[src/phy_mgmt_pkg.sv]
/*
  constants, field positions and state codes shared by the management
  register block of the transceiver.
  assumes a single 100 MHz clock domain and a management clock that
  arrives on a pin and is sampled, not used as a clock.
*/
package phy_mgmt_pkg;

  // ==========================================
  // register addresses
  localparam logic [4:0] QUICK_POLL_DETAILED_STATUS = 5'h11;
  localparam logic [4:0] TENBASE_T_OPERATIONS = 5'h12;
  localparam logic [4:0] VENDOR_FIRST = 5'h19;
  localparam logic [4:0] VENDOR_LAST = 5'h1F;

  // ==========================================
  // management frame fields
  localparam logic [5:0] PREAMBLE_LEN = 6'h20;
  localparam logic [1:0] OP_READ = 2'h2;
  localparam logic [1:0] OP_WRITE = 2'h1;
  localparam logic [4:0] HDR_LAST = 5'h0B;
  localparam logic [4:0] DATA_LAST = 5'h0F;
  localparam logic [1:0] STRAP_SETTLE = 2'h3;

  // ==========================================
  // tenbase_t_operations field positions
  localparam int TBO_REMOTE_JABBER = 15;
  localparam int TBO_POLARITY = 14;
  localparam int TBO_BUS_MODE_LO = 12;
  localparam int TBO_AMDIX = 11;
  localparam int TBO_RX_FLOAT = 10;
  localparam int TBO_VENDOR_GATE = 9;
  localparam int TBO_TEST_MUX = 8;
  localparam int TBO_JABBER_INHIBIT = 5;
  localparam int TBO_FIXED_ONE = 4;

  // ==========================================
  // reset values
  localparam logic [2:0] PROGRESS_RESET = 3'h0;
  localparam logic [1:0] BUS_MODE_RESET = 2'h0;
  localparam logic [4:0] PHY_ADDR_RESET = 5'h00;
  localparam logic [15:0] DATA_RESET = 16'h0000;

  // one-hot frame decoder states
  typedef enum logic [6:0] {
    ST_IDLE = 7'h01,
    ST_START = 7'h02,
    ST_HEADER = 7'h04,
    ST_TURN = 7'h08,
    ST_READ = 7'h10,
    ST_WRITE = 7'h20,
    ST_SKIP = 7'h40
  } frame_state_t;

endpackage

[src/phy_status_and_tenbase_control_regs.sv]
/*
  management serial slave with the quick-poll detailed status register
  and the 10Base-T operations register of the transceiver.
  assumes status inputs come from datapath logic on clk, while the
  management clock, data pin and straps are asynchronous pins.
*/
// Summary of operation
// - status bit 11 shows progress bit 0, highest since last read, reset 0
// - status bit 8 latches false carrier until read
// - status bit 6 latches halt symbol reception until read, reset 0
// - status bit 5 latches two consecutive idle symbols inside a frame
// - status bit 1 latches remote fault until read, reset 0
// - operations bits 13:12 show strap-latched bus mode: 1x RMII, 01 serial, 00 MII
// - operations bit 10 set floats the receive outputs
// - vendor registers 25 to 31 reachable only while operations bit 9 is 0
// - operations bit 8 selects test mux source; 0 routes secondary onto primary
module phy_status_and_tenbase_control_regs
  import phy_mgmt_pkg::*;
(
  // clock and reset
  input wire logic clk,
  input wire logic rst_n,
  // management serial pins
  input wire logic mdc,
  input wire logic mdio_in,
  output logic mdio_out,
  output logic mdio_oe_n,
  // straps
  input wire logic [4:0] strap_phy_addr,
  input wire logic [1:0] strap_bus_mode,
  input wire logic strap_amdix,
  input wire logic strap_rx_float,
  input wire logic strap_vendor_gate,
  // datapath status
  input wire logic [2:0] an_progress,
  input wire logic signal_lost,
  input wire logic pll_lock_error,
  input wire logic false_carrier,
  input wire logic invalid_symbol,
  input wire logic halt_symbol,
  input wire logic rx_in_frame,
  input wire logic rx_symbol_strobe,
  input wire logic rx_symbol_idle,
  input wire logic an_complete,
  input wire logic no_signal,
  input wire logic jabber,
  input wire logic remote_fault,
  input wire logic link_up,
  input wire logic remote_jabber,
  input wire logic polarity_reversed,
  // vendor register port
  input wire logic [15:0] vendor_rdata,
  output logic vendor_write,
  output logic [4:0] vendor_addr,
  output logic [15:0] vendor_wdata,
  // controls
  output logic receive_output_float,
  output logic vendor_register_gate,
  output logic test_mux_select,
  output logic amdix_enable,
  output logic jabber_inhibit,
  // test multiplexer
  input wire logic test_mux_secondary,
  input wire logic test_internal,
  output logic test_mux_primary
);

  typedef struct packed {
    frame_state_t st;
    logic [5:0] pre;
    logic [4:0] cnt;
    logic [11:0] hdr;
    logic [15:0] sh;
    logic is_read;
    logic mdc_d;
    logic mdio_out;
    logic mdio_oe_n;
    logic [2:0] prog;
    logic sig_lost;
    logic pll_err;
    logic false_car;
    logic inv_sym;
    logic halt;
    logic prem;
    logic prev_idle;
    logic jab;
    logic rfault;
    logic link;
    logic rjab;
    logic pol;
    logic amdix;
    logic rx_float;
    logic gate;
    logic tm_sel;
    logic jab_inh;
    logic [1:0] bus_mode;
    logic [4:0] phyad;
    logic [1:0] cap_cnt;
    logic cap_done;
    logic tm_primary;
    logic vend_wr;
    logic [4:0] vend_addr;
    logic [15:0] vend_wdata;
  } regs_state_t;

  regs_state_t q_reg;
  regs_state_t q_next;
  logic [1:0] mgmt_s;
  logic [9:0] strap_s;

  // ==========================================
  // pin synchronisers
  pin_sync #(.W(2)) u_mgmt_sync (
    .clk(clk),
    .rst_n(rst_n),
    .pin({mdc, mdio_in}),
    .sync(mgmt_s)
  );

  pin_sync #(.W(10)) u_strap_sync (
    .clk(clk),
    .rst_n(rst_n),
    .pin({strap_phy_addr, strap_bus_mode, strap_amdix, strap_rx_float, strap_vendor_gate}),
    .sync(strap_s)
  );

  // ==========================================
  // next-state logic
  always_comb begin
    logic rise;
    logic bit_in;
    logic rd_clear;
    logic [11:0] hdr_new;
    logic [4:0] regad;
    logic [15:0] rdata;
    q_next = q_reg;
    rdata = DATA_RESET;
    rise = mgmt_s[1] & ~q_reg.mdc_d;
    bit_in = mgmt_s[0];
    rd_clear = 1'b0;
    hdr_new = {q_reg.hdr[10:0], bit_in};
    regad = q_reg.hdr[4:0];
    q_next.mdc_d = mgmt_s[1];
    q_next.vend_wr = 1'b0;

    // read data, assembled from current state before any clear
    if (regad == QUICK_POLL_DETAILED_STATUS) begin
      rdata[11] = q_reg.prog[0];
      rdata[10] = q_reg.sig_lost;
      rdata[9] = q_reg.pll_err;
      rdata[8] = q_reg.false_car;
      rdata[7] = q_reg.inv_sym;
      rdata[6] = q_reg.halt;
      rdata[5] = q_reg.prem;
      rdata[4] = an_complete;
      rdata[3] = no_signal;
      rdata[2] = q_reg.jab;
      rdata[1] = q_reg.rfault;
      rdata[0] = q_reg.link;
    end else if (regad == TENBASE_T_OPERATIONS) begin
      rdata[TBO_REMOTE_JABBER] = q_reg.rjab;
      rdata[TBO_POLARITY] = q_reg.pol;
      rdata[TBO_BUS_MODE_LO+1:TBO_BUS_MODE_LO] = q_reg.bus_mode;
      rdata[TBO_AMDIX] = q_reg.amdix;
      rdata[TBO_RX_FLOAT] = q_reg.rx_float;
      rdata[TBO_VENDOR_GATE] = q_reg.gate;
      rdata[TBO_TEST_MUX] = q_reg.tm_sel;
      rdata[TBO_JABBER_INHIBIT] = q_reg.jab_inh;
      rdata[TBO_FIXED_ONE] = 1'b1;
    end else if (regad >= VENDOR_FIRST && !q_reg.gate) begin
      rdata = vendor_rdata;
    end

    // ==========================================
    // frame decoder, advanced on each management clock rise
    if (rise) begin
      case (q_reg.st)
        ST_IDLE: begin
          if (bit_in) begin
            q_next.pre = (q_reg.pre == PREAMBLE_LEN) ? q_reg.pre : q_reg.pre + 6'h01;
          end else begin
            q_next.st = (q_reg.pre == PREAMBLE_LEN) ? ST_START : ST_IDLE;
            q_next.pre = '0;
          end
        end
        ST_START: begin
          q_next.st = bit_in ? ST_HEADER : ST_IDLE;
          q_next.cnt = '0;
        end
        ST_HEADER: begin
          q_next.hdr = hdr_new;
          q_next.cnt = q_reg.cnt + 5'h01;
          if (q_reg.cnt == HDR_LAST) begin
            q_next.cnt = '0;
            q_next.is_read = (hdr_new[11:10] == OP_READ);
            // frames for another address or unknown opcodes are skipped
            if (hdr_new[9:5] != q_reg.phyad || !q_reg.cap_done) begin
              q_next.st = ST_SKIP;
            end else if (hdr_new[11:10] == OP_READ || hdr_new[11:10] == OP_WRITE) begin
              q_next.st = ST_TURN;
            end else begin
              q_next.st = ST_SKIP;
            end
          end
        end
        ST_TURN: begin
          q_next.cnt = q_reg.cnt + 5'h01;
          if (q_reg.cnt == 5'h00) begin
            // second turnaround bit is driven low on reads
            q_next.mdio_oe_n = ~q_reg.is_read;
            q_next.mdio_out = 1'b0;
          end else begin
            q_next.cnt = '0;
            if (q_reg.is_read) begin
              q_next.st = ST_READ;
              q_next.sh = {rdata[14:0], 1'b0};
              q_next.mdio_out = rdata[15];
              rd_clear = (regad == QUICK_POLL_DETAILED_STATUS);
            end else begin
              q_next.st = ST_WRITE;
            end
          end
        end
        ST_READ: begin
          q_next.cnt = q_reg.cnt + 5'h01;
          q_next.mdio_out = q_reg.sh[15];
          q_next.sh = {q_reg.sh[14:0], 1'b0};
          if (q_reg.cnt == DATA_LAST) begin
            q_next.st = ST_IDLE;
            q_next.mdio_oe_n = 1'b1;
            q_next.mdio_out = 1'b0;
          end
        end
        ST_WRITE: begin
          q_next.cnt = q_reg.cnt + 5'h01;
          q_next.sh = {q_reg.sh[14:0], bit_in};
          if (q_reg.cnt == DATA_LAST) begin
            q_next.st = ST_IDLE;
            if (regad == TENBASE_T_OPERATIONS) begin
              q_next.amdix = q_reg.sh[14 - (15 - TBO_AMDIX)];
              q_next.rx_float = q_reg.sh[14 - (15 - TBO_RX_FLOAT)];
              q_next.gate = q_reg.sh[14 - (15 - TBO_VENDOR_GATE)];
              q_next.tm_sel = q_reg.sh[14 - (15 - TBO_TEST_MUX)];
              q_next.jab_inh = q_reg.sh[14 - (15 - TBO_JABBER_INHIBIT)];
            end else if (regad >= VENDOR_FIRST && regad <= VENDOR_LAST && !q_reg.gate) begin
              q_next.vend_wr = 1'b1;
              q_next.vend_addr = regad;
              q_next.vend_wdata = {q_reg.sh[14:0], bit_in};
            end
          end
        end
        ST_SKIP: begin
          // wait out turnaround and data without driving
          q_next.cnt = q_reg.cnt + 5'h01;
          if (q_reg.cnt == DATA_LAST + 5'h02) begin
            q_next.st = ST_IDLE;
          end
        end
        default: begin
          q_next.st = ST_IDLE;
          q_next.mdio_oe_n = 1'b1;
        end
      endcase
    end

    // ==========================================
    // latched status; a new event wins over a read clear
    q_next.prog = (rd_clear || an_progress > q_reg.prog) ? an_progress : q_reg.prog;
    q_next.sig_lost = signal_lost | (q_reg.sig_lost & ~rd_clear);
    q_next.pll_err = pll_lock_error | (q_reg.pll_err & ~rd_clear);
    q_next.false_car = false_carrier | (q_reg.false_car & ~rd_clear);
    q_next.inv_sym = invalid_symbol | (q_reg.inv_sym & ~rd_clear);
    q_next.halt = halt_symbol | (q_reg.halt & ~rd_clear);
    q_next.jab = jabber | (q_reg.jab & ~rd_clear);
    q_next.rfault = remote_fault | (q_reg.rfault & ~rd_clear);
    q_next.rjab = remote_jabber | (q_reg.rjab & ~rd_clear);
    q_next.pol = polarity_reversed | (q_reg.pol & ~rd_clear);
    q_next.link = rd_clear ? link_up : (q_reg.link & link_up);

    // premature end: two idle symbols in a row while a frame is open
    q_next.prem = q_reg.prem & ~rd_clear;
    if (!rx_in_frame) begin
      q_next.prev_idle = 1'b0;
    end else if (rx_symbol_strobe) begin
      q_next.prev_idle = rx_symbol_idle;
      if (rx_symbol_idle && q_reg.prev_idle) begin
        q_next.prem = 1'b1;
      end
    end

    // ==========================================
    // straps caught a few cycles after reset, once synchronised
    if (!q_reg.cap_done) begin
      q_next.cap_cnt = q_reg.cap_cnt + 2'h1;
      if (q_reg.cap_cnt == STRAP_SETTLE) begin
        q_next.cap_done = 1'b1;
        q_next.phyad = strap_s[9:5];
        q_next.bus_mode = strap_s[4:3];
        q_next.amdix = strap_s[2];
        q_next.rx_float = strap_s[1];
        q_next.gate = strap_s[0];
      end
    end

    // test mux: 0 passes the secondary line onto the primary
    q_next.tm_primary = q_reg.tm_sel ? test_internal : test_mux_secondary;
  end

  // ==========================================
  // state register
  always_ff @(posedge clk) begin
    if (!rst_n) begin
      q_reg <= '0;
      q_reg.st <= ST_IDLE;
      q_reg.mdio_oe_n <= 1'b1;
      q_reg.prog <= PROGRESS_RESET;
      q_reg.bus_mode <= BUS_MODE_RESET;
      q_reg.phyad <= PHY_ADDR_RESET;
    end else begin
      q_reg <= q_next;
    end
  end

  // ==========================================
  // outputs, all straight from the state register
  assign mdio_out = q_reg.mdio_out;
  assign mdio_oe_n = q_reg.mdio_oe_n;
  assign vendor_write = q_reg.vend_wr;
  assign vendor_addr = q_reg.vend_addr;
  assign vendor_wdata = q_reg.vend_wdata;
  assign receive_output_float = q_reg.rx_float;
  assign vendor_register_gate = q_reg.gate;
  assign test_mux_select = q_reg.tm_sel;
  assign amdix_enable = q_reg.amdix;
  assign jabber_inhibit = q_reg.jab_inh;
  assign test_mux_primary = q_reg.tm_primary;

endmodule

[src/pin_sync.sv]
/*
  two-stage synchroniser for a group of pin inputs.
  assumes the inputs are slow or static relative to clk; each bit is
  synchronised on its own, so multi-bit groups must be quasi-static.
*/
module pin_sync #(
  parameter int W = 1
) (
  // clock and reset
  input wire logic clk,
  input wire logic rst_n,
  // pins and synchronised copy
  input wire logic [W-1:0] pin,
  output logic [W-1:0] sync
);

  typedef struct packed {
    logic [W-1:0] s1;
    logic [W-1:0] s2;
  } sync_state_t;

  sync_state_t q_reg;
  sync_state_t q_next;

  // ==========================================
  // first stage feeds only the second stage
  always_comb begin
    q_next = q_reg;
    q_next.s1 = pin;
    q_next.s2 = q_reg.s1;
  end

  always_ff @(posedge clk) begin
    if (!rst_n) begin
      q_reg <= '0;
    end else begin
      q_reg <= q_next;
    end
  end

  assign sync = q_reg.s2;

endmodule
[config.mk]
export PLATFORM = sky130hd
export DESIGN_NAME = phy_status_and_tenbase_control_regs
export DESIGN_NICKNAME = d
export VERILOG_FILES = /design/src/phy_mgmt_pkg.sv /design/src/phy_status_and_tenbase_control_regs.sv /design/src/pin_sync.sv
export SDC_FILE = /design/constraint.sdc
export NUM_CORES = 1
export LEC_CHECK = 0
export ABC_CLOCK_PERIOD_IN_PS = 3750
export BUFFER_PORTS_ARGS = -buffer_cell sky130_fd_sc_hd__buf_4
export CORE_ASPECT_RATIO = 0.9
export CORE_MARGIN = 2
export CORE_UTILIZATION = 46
export CTS_CLUSTER_SIZE = 30
export DETAILED_ROUTE_END_ITERATION = 10
export GPL_TIMING_DRIVEN = 0
export PLACE_DENSITY = 0.64
export SYNTH_ARGS = -nofsm -noshare
export SYNTH_HDL_FRONTEND = slang
export SYNTH_SLANG_ARGS = --single-unit
[constraint.sdc]
create_clock -name clk -period 3.75 [get_ports clk]
set_input_delay 0 -clock clk [delete_from_list [all_inputs] [get_ports clk]]
set_output_delay 0 -clock clk [all_outputs]
set_load 0.05 [all_outputs]
# Yosys cells after proc, flatten, opt, wreduce, memory -nomap -nowiden

Index checks and enable logic that the tools add are counted.

Reduce and logical (&&, ||, !) cells: 29
Bitwise gates (word level): 31
Muxes and demuxes: 50
Add/sub/neg operators: 3
Equal/unequal tests: 27
Order comparisons: 3

Operators by type and width:

| operator                                                              | number |
|---|---|
| 7-bit 2-to-1 mux                                                      | 7 |
| 16-bit 2-to-1 mux                                                     | 3 |
| 16-bit case mux with 3 select lines                                   | 1 |
| 7-bit case mux with 6 select lines                                    | 1 |
| 5-bit 2-to-1 mux                                                      | 6 |
| 22-bit 2-to-1 mux                                                     | 1 |
| 5-bit case mux with 4 select lines                                    | 1 |
| 6-bit 2-to-1 mux                                                      | 3 |
| 2-bit != test, second input constant                                  | 8 |
| 5-bit equality test, second input constant                            | 3 |
| 1-bit 2-to-1 mux                                                      | 13 |
| 1-bit AND                                                             | 12 |
| 12-bit 2-to-1 mux                                                     | 1 |
| 4-bit AND reduction                                                   | 3 |
| 5-bit by 4-bit equality test with 1-bit output, second input constant | 2 |
| 2-bit 2-to-1 mux                                                      | 5 |
| 1-bit NOT                                                             | 10 |
| 5-bit OR reduction                                                    | 2 |
| 3-bit 2-to-1 mux                                                      | 3 |
| 1-bit OR                                                              | 9 |
| 3-bit AND reduction                                                   | 3 |
| 4-bit 2-to-1 mux                                                      | 2 |
| 8-bit 2-to-1 mux                                                      | 1 |
| 2-bit AND reduction                                                   | 4 |
| 32 further kinds                                                      | 39 |

Logic and storage cells: 182
Flip-flop bits (word level): 126
Input bits: 50
Output and inout port bits: 30

# Depth between registers and ports, before layout

Depth after elaboration: 10
Mapped depth: 9

# Hierarchy

Synthesis repeated with hierarchy kept, for this count alone.

Cell total of the unflattened synthesis: 650
Area, all modules: 5,698.0 sq um

Modules (own cells, without submodules):

| module                              | instances | area an instance (sq um) | sequential area each (sq um) | cells each |
|---|---|---|---|---|
| phy_status_and_tenbase_control_regs | 1         | 5,031.1                  | 2,042.0                      | 600 |
| pin_sync at u_strap_sync            | 1         | 561.8                    | 400.4                        | 42 |
| pin_sync at u_mgmt_sync             | 1         | 105.1                    | 80.1                         | 8 |

# Worst setup path after synthesis

No wires, ideal clock.

Kind: reg2reg
Start: register q_reg[96] in the netlist's numbering
End: register q_reg[96] in the netlist's numbering
Data required time: 3,629 ps
Arrival: 2,011 ps
Cell stages (with the launch flop): 9
Setup time: 121 ps
Path slack: 1,618 ps
Period minus slack after synthesis: 2,132 ps
Cells stage by stage: dfxtp_1 > buf_6 > or3_4 > buf_6 > or3_4 > buf_6 > o221ai_4 > nor2_4 > mux2_4

Cells in the longest elaborated chain, start to end: 4
Elaborated cells between the ends (all ways): 15
Those cells by class: eq/ne (12); mux (1); reduce/logical (2)

RTL lines:

| item                                                                                                             | RTL line                                   | text |
|---|---|---|
| from (decl)                                                                                                      | phy_status_and_tenbase_control_regs.sv:106 | `regs_state_t q_reg;` |
| from (signal assigned)                                                                                           | phy_status_and_tenbase_control_regs.sv:320 | `q_reg <= q_next;` |
| 7-bit by 5-bit equality test with 1-bit output or 7-bit by 6-bit equality test with 1-bit output (tied branches) | phy_status_and_tenbase_control_regs.sv:177 | `case (q_reg.st)` |
| 2-bit OR reduction (no source line)                                                                              | -                                          |  |
| 2-bit by 1-bit != test with 1-bit output (no source line)                                                        | -                                          |  |
| 6-bit AND reduction (no source line)                                                                             | -                                          |  |

Parallel ways exist; a longest one is shown, timed or not.
A chain may end at the register's enable or synchronous reset.

# Final worst setup path

Start: register q_reg[73] in the netlist's numbering
End: register q_reg, in the netlist vendor_wdata[15]

Cells in the longest elaborated chain, start to end: 4
Elaborated cells between the ends (all ways): 7
Those cells by class: order compare (2); eq/ne (1); bitwise (1); reduce/logical (3)

RTL lines:

| item                                                       | RTL line                                   | text |
|---|---|---|
| 5-bit >= comparator or 5-bit <= comparator (tied branches) | phy_status_and_tenbase_control_regs.sv:245 | `end else if (regad >= VENDOR_FIRST && regad <= VENDOR_LAST && !q_reg.gate) begin` |
| 1-bit logical AND (2 in series)                            | phy_status_and_tenbase_control_regs.sv:245 |  |
| 5-bit AND reduction (no source line) *                     | -                                          |  |

Every way passes the cells marked *; elsewhere a longest branch is shown, timed or not.

==> results_dict.tcl <==
set metrics [dict create \
    wirelength_mm 14.9 \
    fin_nets 832 \
    syn_avg_cell_area_um2 8.69 \
    max_slew.worst_pin.slew_ps 1160 \
    critPathKind "flop to flop" \
    cts-root-buf "clkbuf_16" \
    syn_area_um2 5580 \
    drtPass1Iterations 5 \
    max-vdd-ir-drop_mv 0.354 \
    min_path_type "input port to flop" \
    synth_compound_area_frac 0.172 \
    placed_cells 880 \
    required_ps 4020 \
    die_x_um 120 \
    fin_skew_ps 6.74 \
    yosys.area_share.adder 0.0247 \
    fin_util 0.611 \
    grt_pass1_wl_mm 24.1 \
    synth_xor_area_frac 0.0235 \
    first_iter_violations 445 \
    crit_fanout 10 \
    p_per_area_nw_per_um2 450 \
    antenna_found_initial 0 \
    synth_cells 642 \
    largest_reg_flops 72 \
    setup-tns-final_ps 0 \
    htreeDepth 4 \
    remaining_drc_errors 0 \
    wl_per_cell_um 15.7 \
    outcome "complete, no violations" \
    synthFlopType "dfxtp_1" \
    grt_max_degree 17 \
    track_usage 0.239 \
    ys_ff_latch 126 \
    holdWs_ps 42.4 \
    p_total_mw 3.28 \
    place_congestion 0.874 \
    synth_fp_nets 703 \
    io_buffers 78 \
    hpwl_mm 10.5 \
    endpoint_kind "flop" \
    hold_viol 0 \
    async_flop_share 0 \
    initial_core_util 0.467 \
    placedInstanceArea_um2 6360 \
    setup_viol 0 \
    layout-drive-gt1-share 0.202 \
    cp-start-kind "flop" \
    grt_overflow 0 \
    muxShareOfSynthArea 0.0260 \
    cts_sinks 126 \
    vias 5085 \
    power_leakage_nw 2.89 \
    final_area_um2 7290 \
    cp.arrival_ps 3040 \
    vias_per_cell 5.39 \
    ys_seq_area_frac 0.452 \
    yosys_warnings 0 \
    synth_top_family_by_area "simple AND/OR/NAND/NOR gates" \
    ant_nets 0 \
    io_pins 80 \
    synth-simple-area-share 0.229 \
    clockBufferDepth 2 \
    post-route-worst-setup-slack_ps 984 \
    path_clk_slew_ps 60 \
    fillers 1048 \
    yosysUniqueCellTypes 62 \
    fp.dieH_um 108 \
    num_antenna_cells 0 \
    grt_pass1_vias 4853 \
    maxSlewHeadroom 0.224 \
    syn2layout_area_growth_pct 30.7 \
    cts_buffers 17 \
    rows 38 \
    clock.fmax_mhz 362 \
    min_period_over_period 0.737 \
    design.core.area_um2 11900 \
    cap_violations 0 \
    instances_no_fill 944 \
    pre_cts_ws_ps 1010 \
    dieArea_um2 13000 \
    tritoncts "yes" \
    clk_latency_ps 420 \
    maxSlewViolCount 0 \
    synth_edf_count 0 \
    rsz0062_at_grt "no" \
    fin_crit_ps 2770 \
]
## synthesized netlist by cell type (all sizes together), types with 4 or more instances
cell type / count / area (um2)
dfxtp: 126 / 2520
clkbuf: 27 / 103
ha: 11 / 138
a21oi: 62 / 322
nand2: 101 / 379
nand2b: 8 / 50.1
nor2: 34 / 135
and2: 28 / 175
mux2i: 13 / 130
nor4: 7 / 56.3
nor3: 9 / 50.1
nand3: 22 / 110
nor2b: 5 / 31.3
nand4: 8 / 50.1
o22ai: 8 / 50.1
and3: 4 / 25.0
nor4b: 4 / 35.0
or3: 5 / 41.3
xnor2: 5 / 43.8
a22oi: 4 / 30.0
a31oi: 6 / 37.5
o211ai: 7 / 52.6
xor2: 10 / 87.6
a221o: 11 / 110
buf: 36 / 256
inv: 13 / 48.8
o21ai: 29 / 145
## routing by layer
layer	up-vias	track usage	part of all wire
met5	-	0	0
met4	0	0.0933	0.023
met3	31	0.0659	0.055
met2	166	0.392	0.48
met1	2389	0.301	0.44
li1	2499	-	-
## report_power, final
part	total (mW)	internal, mW	switching (mW)	leakage, nW
Clock	1.67	1.06	0.609	0.294
Sequential	1.40	1.38	0.0210	1.02
Combinational	0.209	0.100	0.109	1.57
Total	3.28	2.54	0.739	2.89
## cell families after synthesis
| group | after synthesis |
|---|---|
| DFF | 126 |
| muxes | 14 |
| xor gates and xnor gates | 15 |
| adders and majority gates | 11 |
| buffers and inverters | 76 |
| and+or+nand+nor | 251 |
| AOI/OAI and AO/OA | 149 |
## repair_timing
action | CTS | global route
setup buffers | 0 | 0
gates resized for setup | 0 | 0
hold buffers | 32 | 0
hold endpoints to repair | 29 | 0
endpoints found under the setup margin | 0 | 0
## critical path, cell delays in order, from the launching register on
cell	delay [ps]
dfxtp_1	460
nor3_1	90
nor3_1	920
nand3_1	590
clkbuf_1	360
nand2_1	120
a21oi_1	60
## worst paths after layout
path / endpoint / cells after the start / slack [ps] / from
worst max-delay path: vendor_wdata[15] / 6 / 980 / q_reg[73]
worst min register to register: u_strap_sync.sync[2] / 1 / 430 / u_strap_sync.q_next[2]
worst max register to register: vendor_wdata[15] / 6 / 980 / q_reg[73]
worst min-delay path: q_reg[61] / 4 / 40 / vendor_rdata[3]
## area by class of cell
class | count | area (um2) | area share
timing repair buffer | 110 | 906 | 0.124
clock inverter | 13 | 164 | 0.0225
multi-input combinational | 440 | 2650 | 0.363
inverter | 13 | 48.8 | 0.00669
sequential | 126 | 2520 | 0.346
tap | 160 | 200 | 0.0275
buffer | 63 | 359 | 0.0492
clock buffer | 19 | 443 | 0.0607
## cell usage in the layout, fill, tap and decap left out, drive strengths merged, types with 3 or more instances in the layout
cell	synthesis	layout
or3	5	5
a221o	11	11
buf	36	114
dfxtp	126	126
xor2	10	10
a32o	3	3
or4b	3	3
a31oi	6	6
mux2i	13	13
o22ai	8	8
o211ai	7	7
nor4b	4	4
nor2b	5	5
and2	28	28
ha	11	11
nand4	8	8
dlygate4sd3	0	32
nand3	22	22
nor3	9	9
bufinv	0	3
and3	4	4
clkbuf	27	46
inv	13	15
nand2	101	101
a22oi	4	4
xnor2	5	5
o21ai	29	29
clkinv	0	6
nor4	7	7
nand2b	8	8
nor2	34	34
a21oi	62	62
Power figures use the tool's default switching activity.
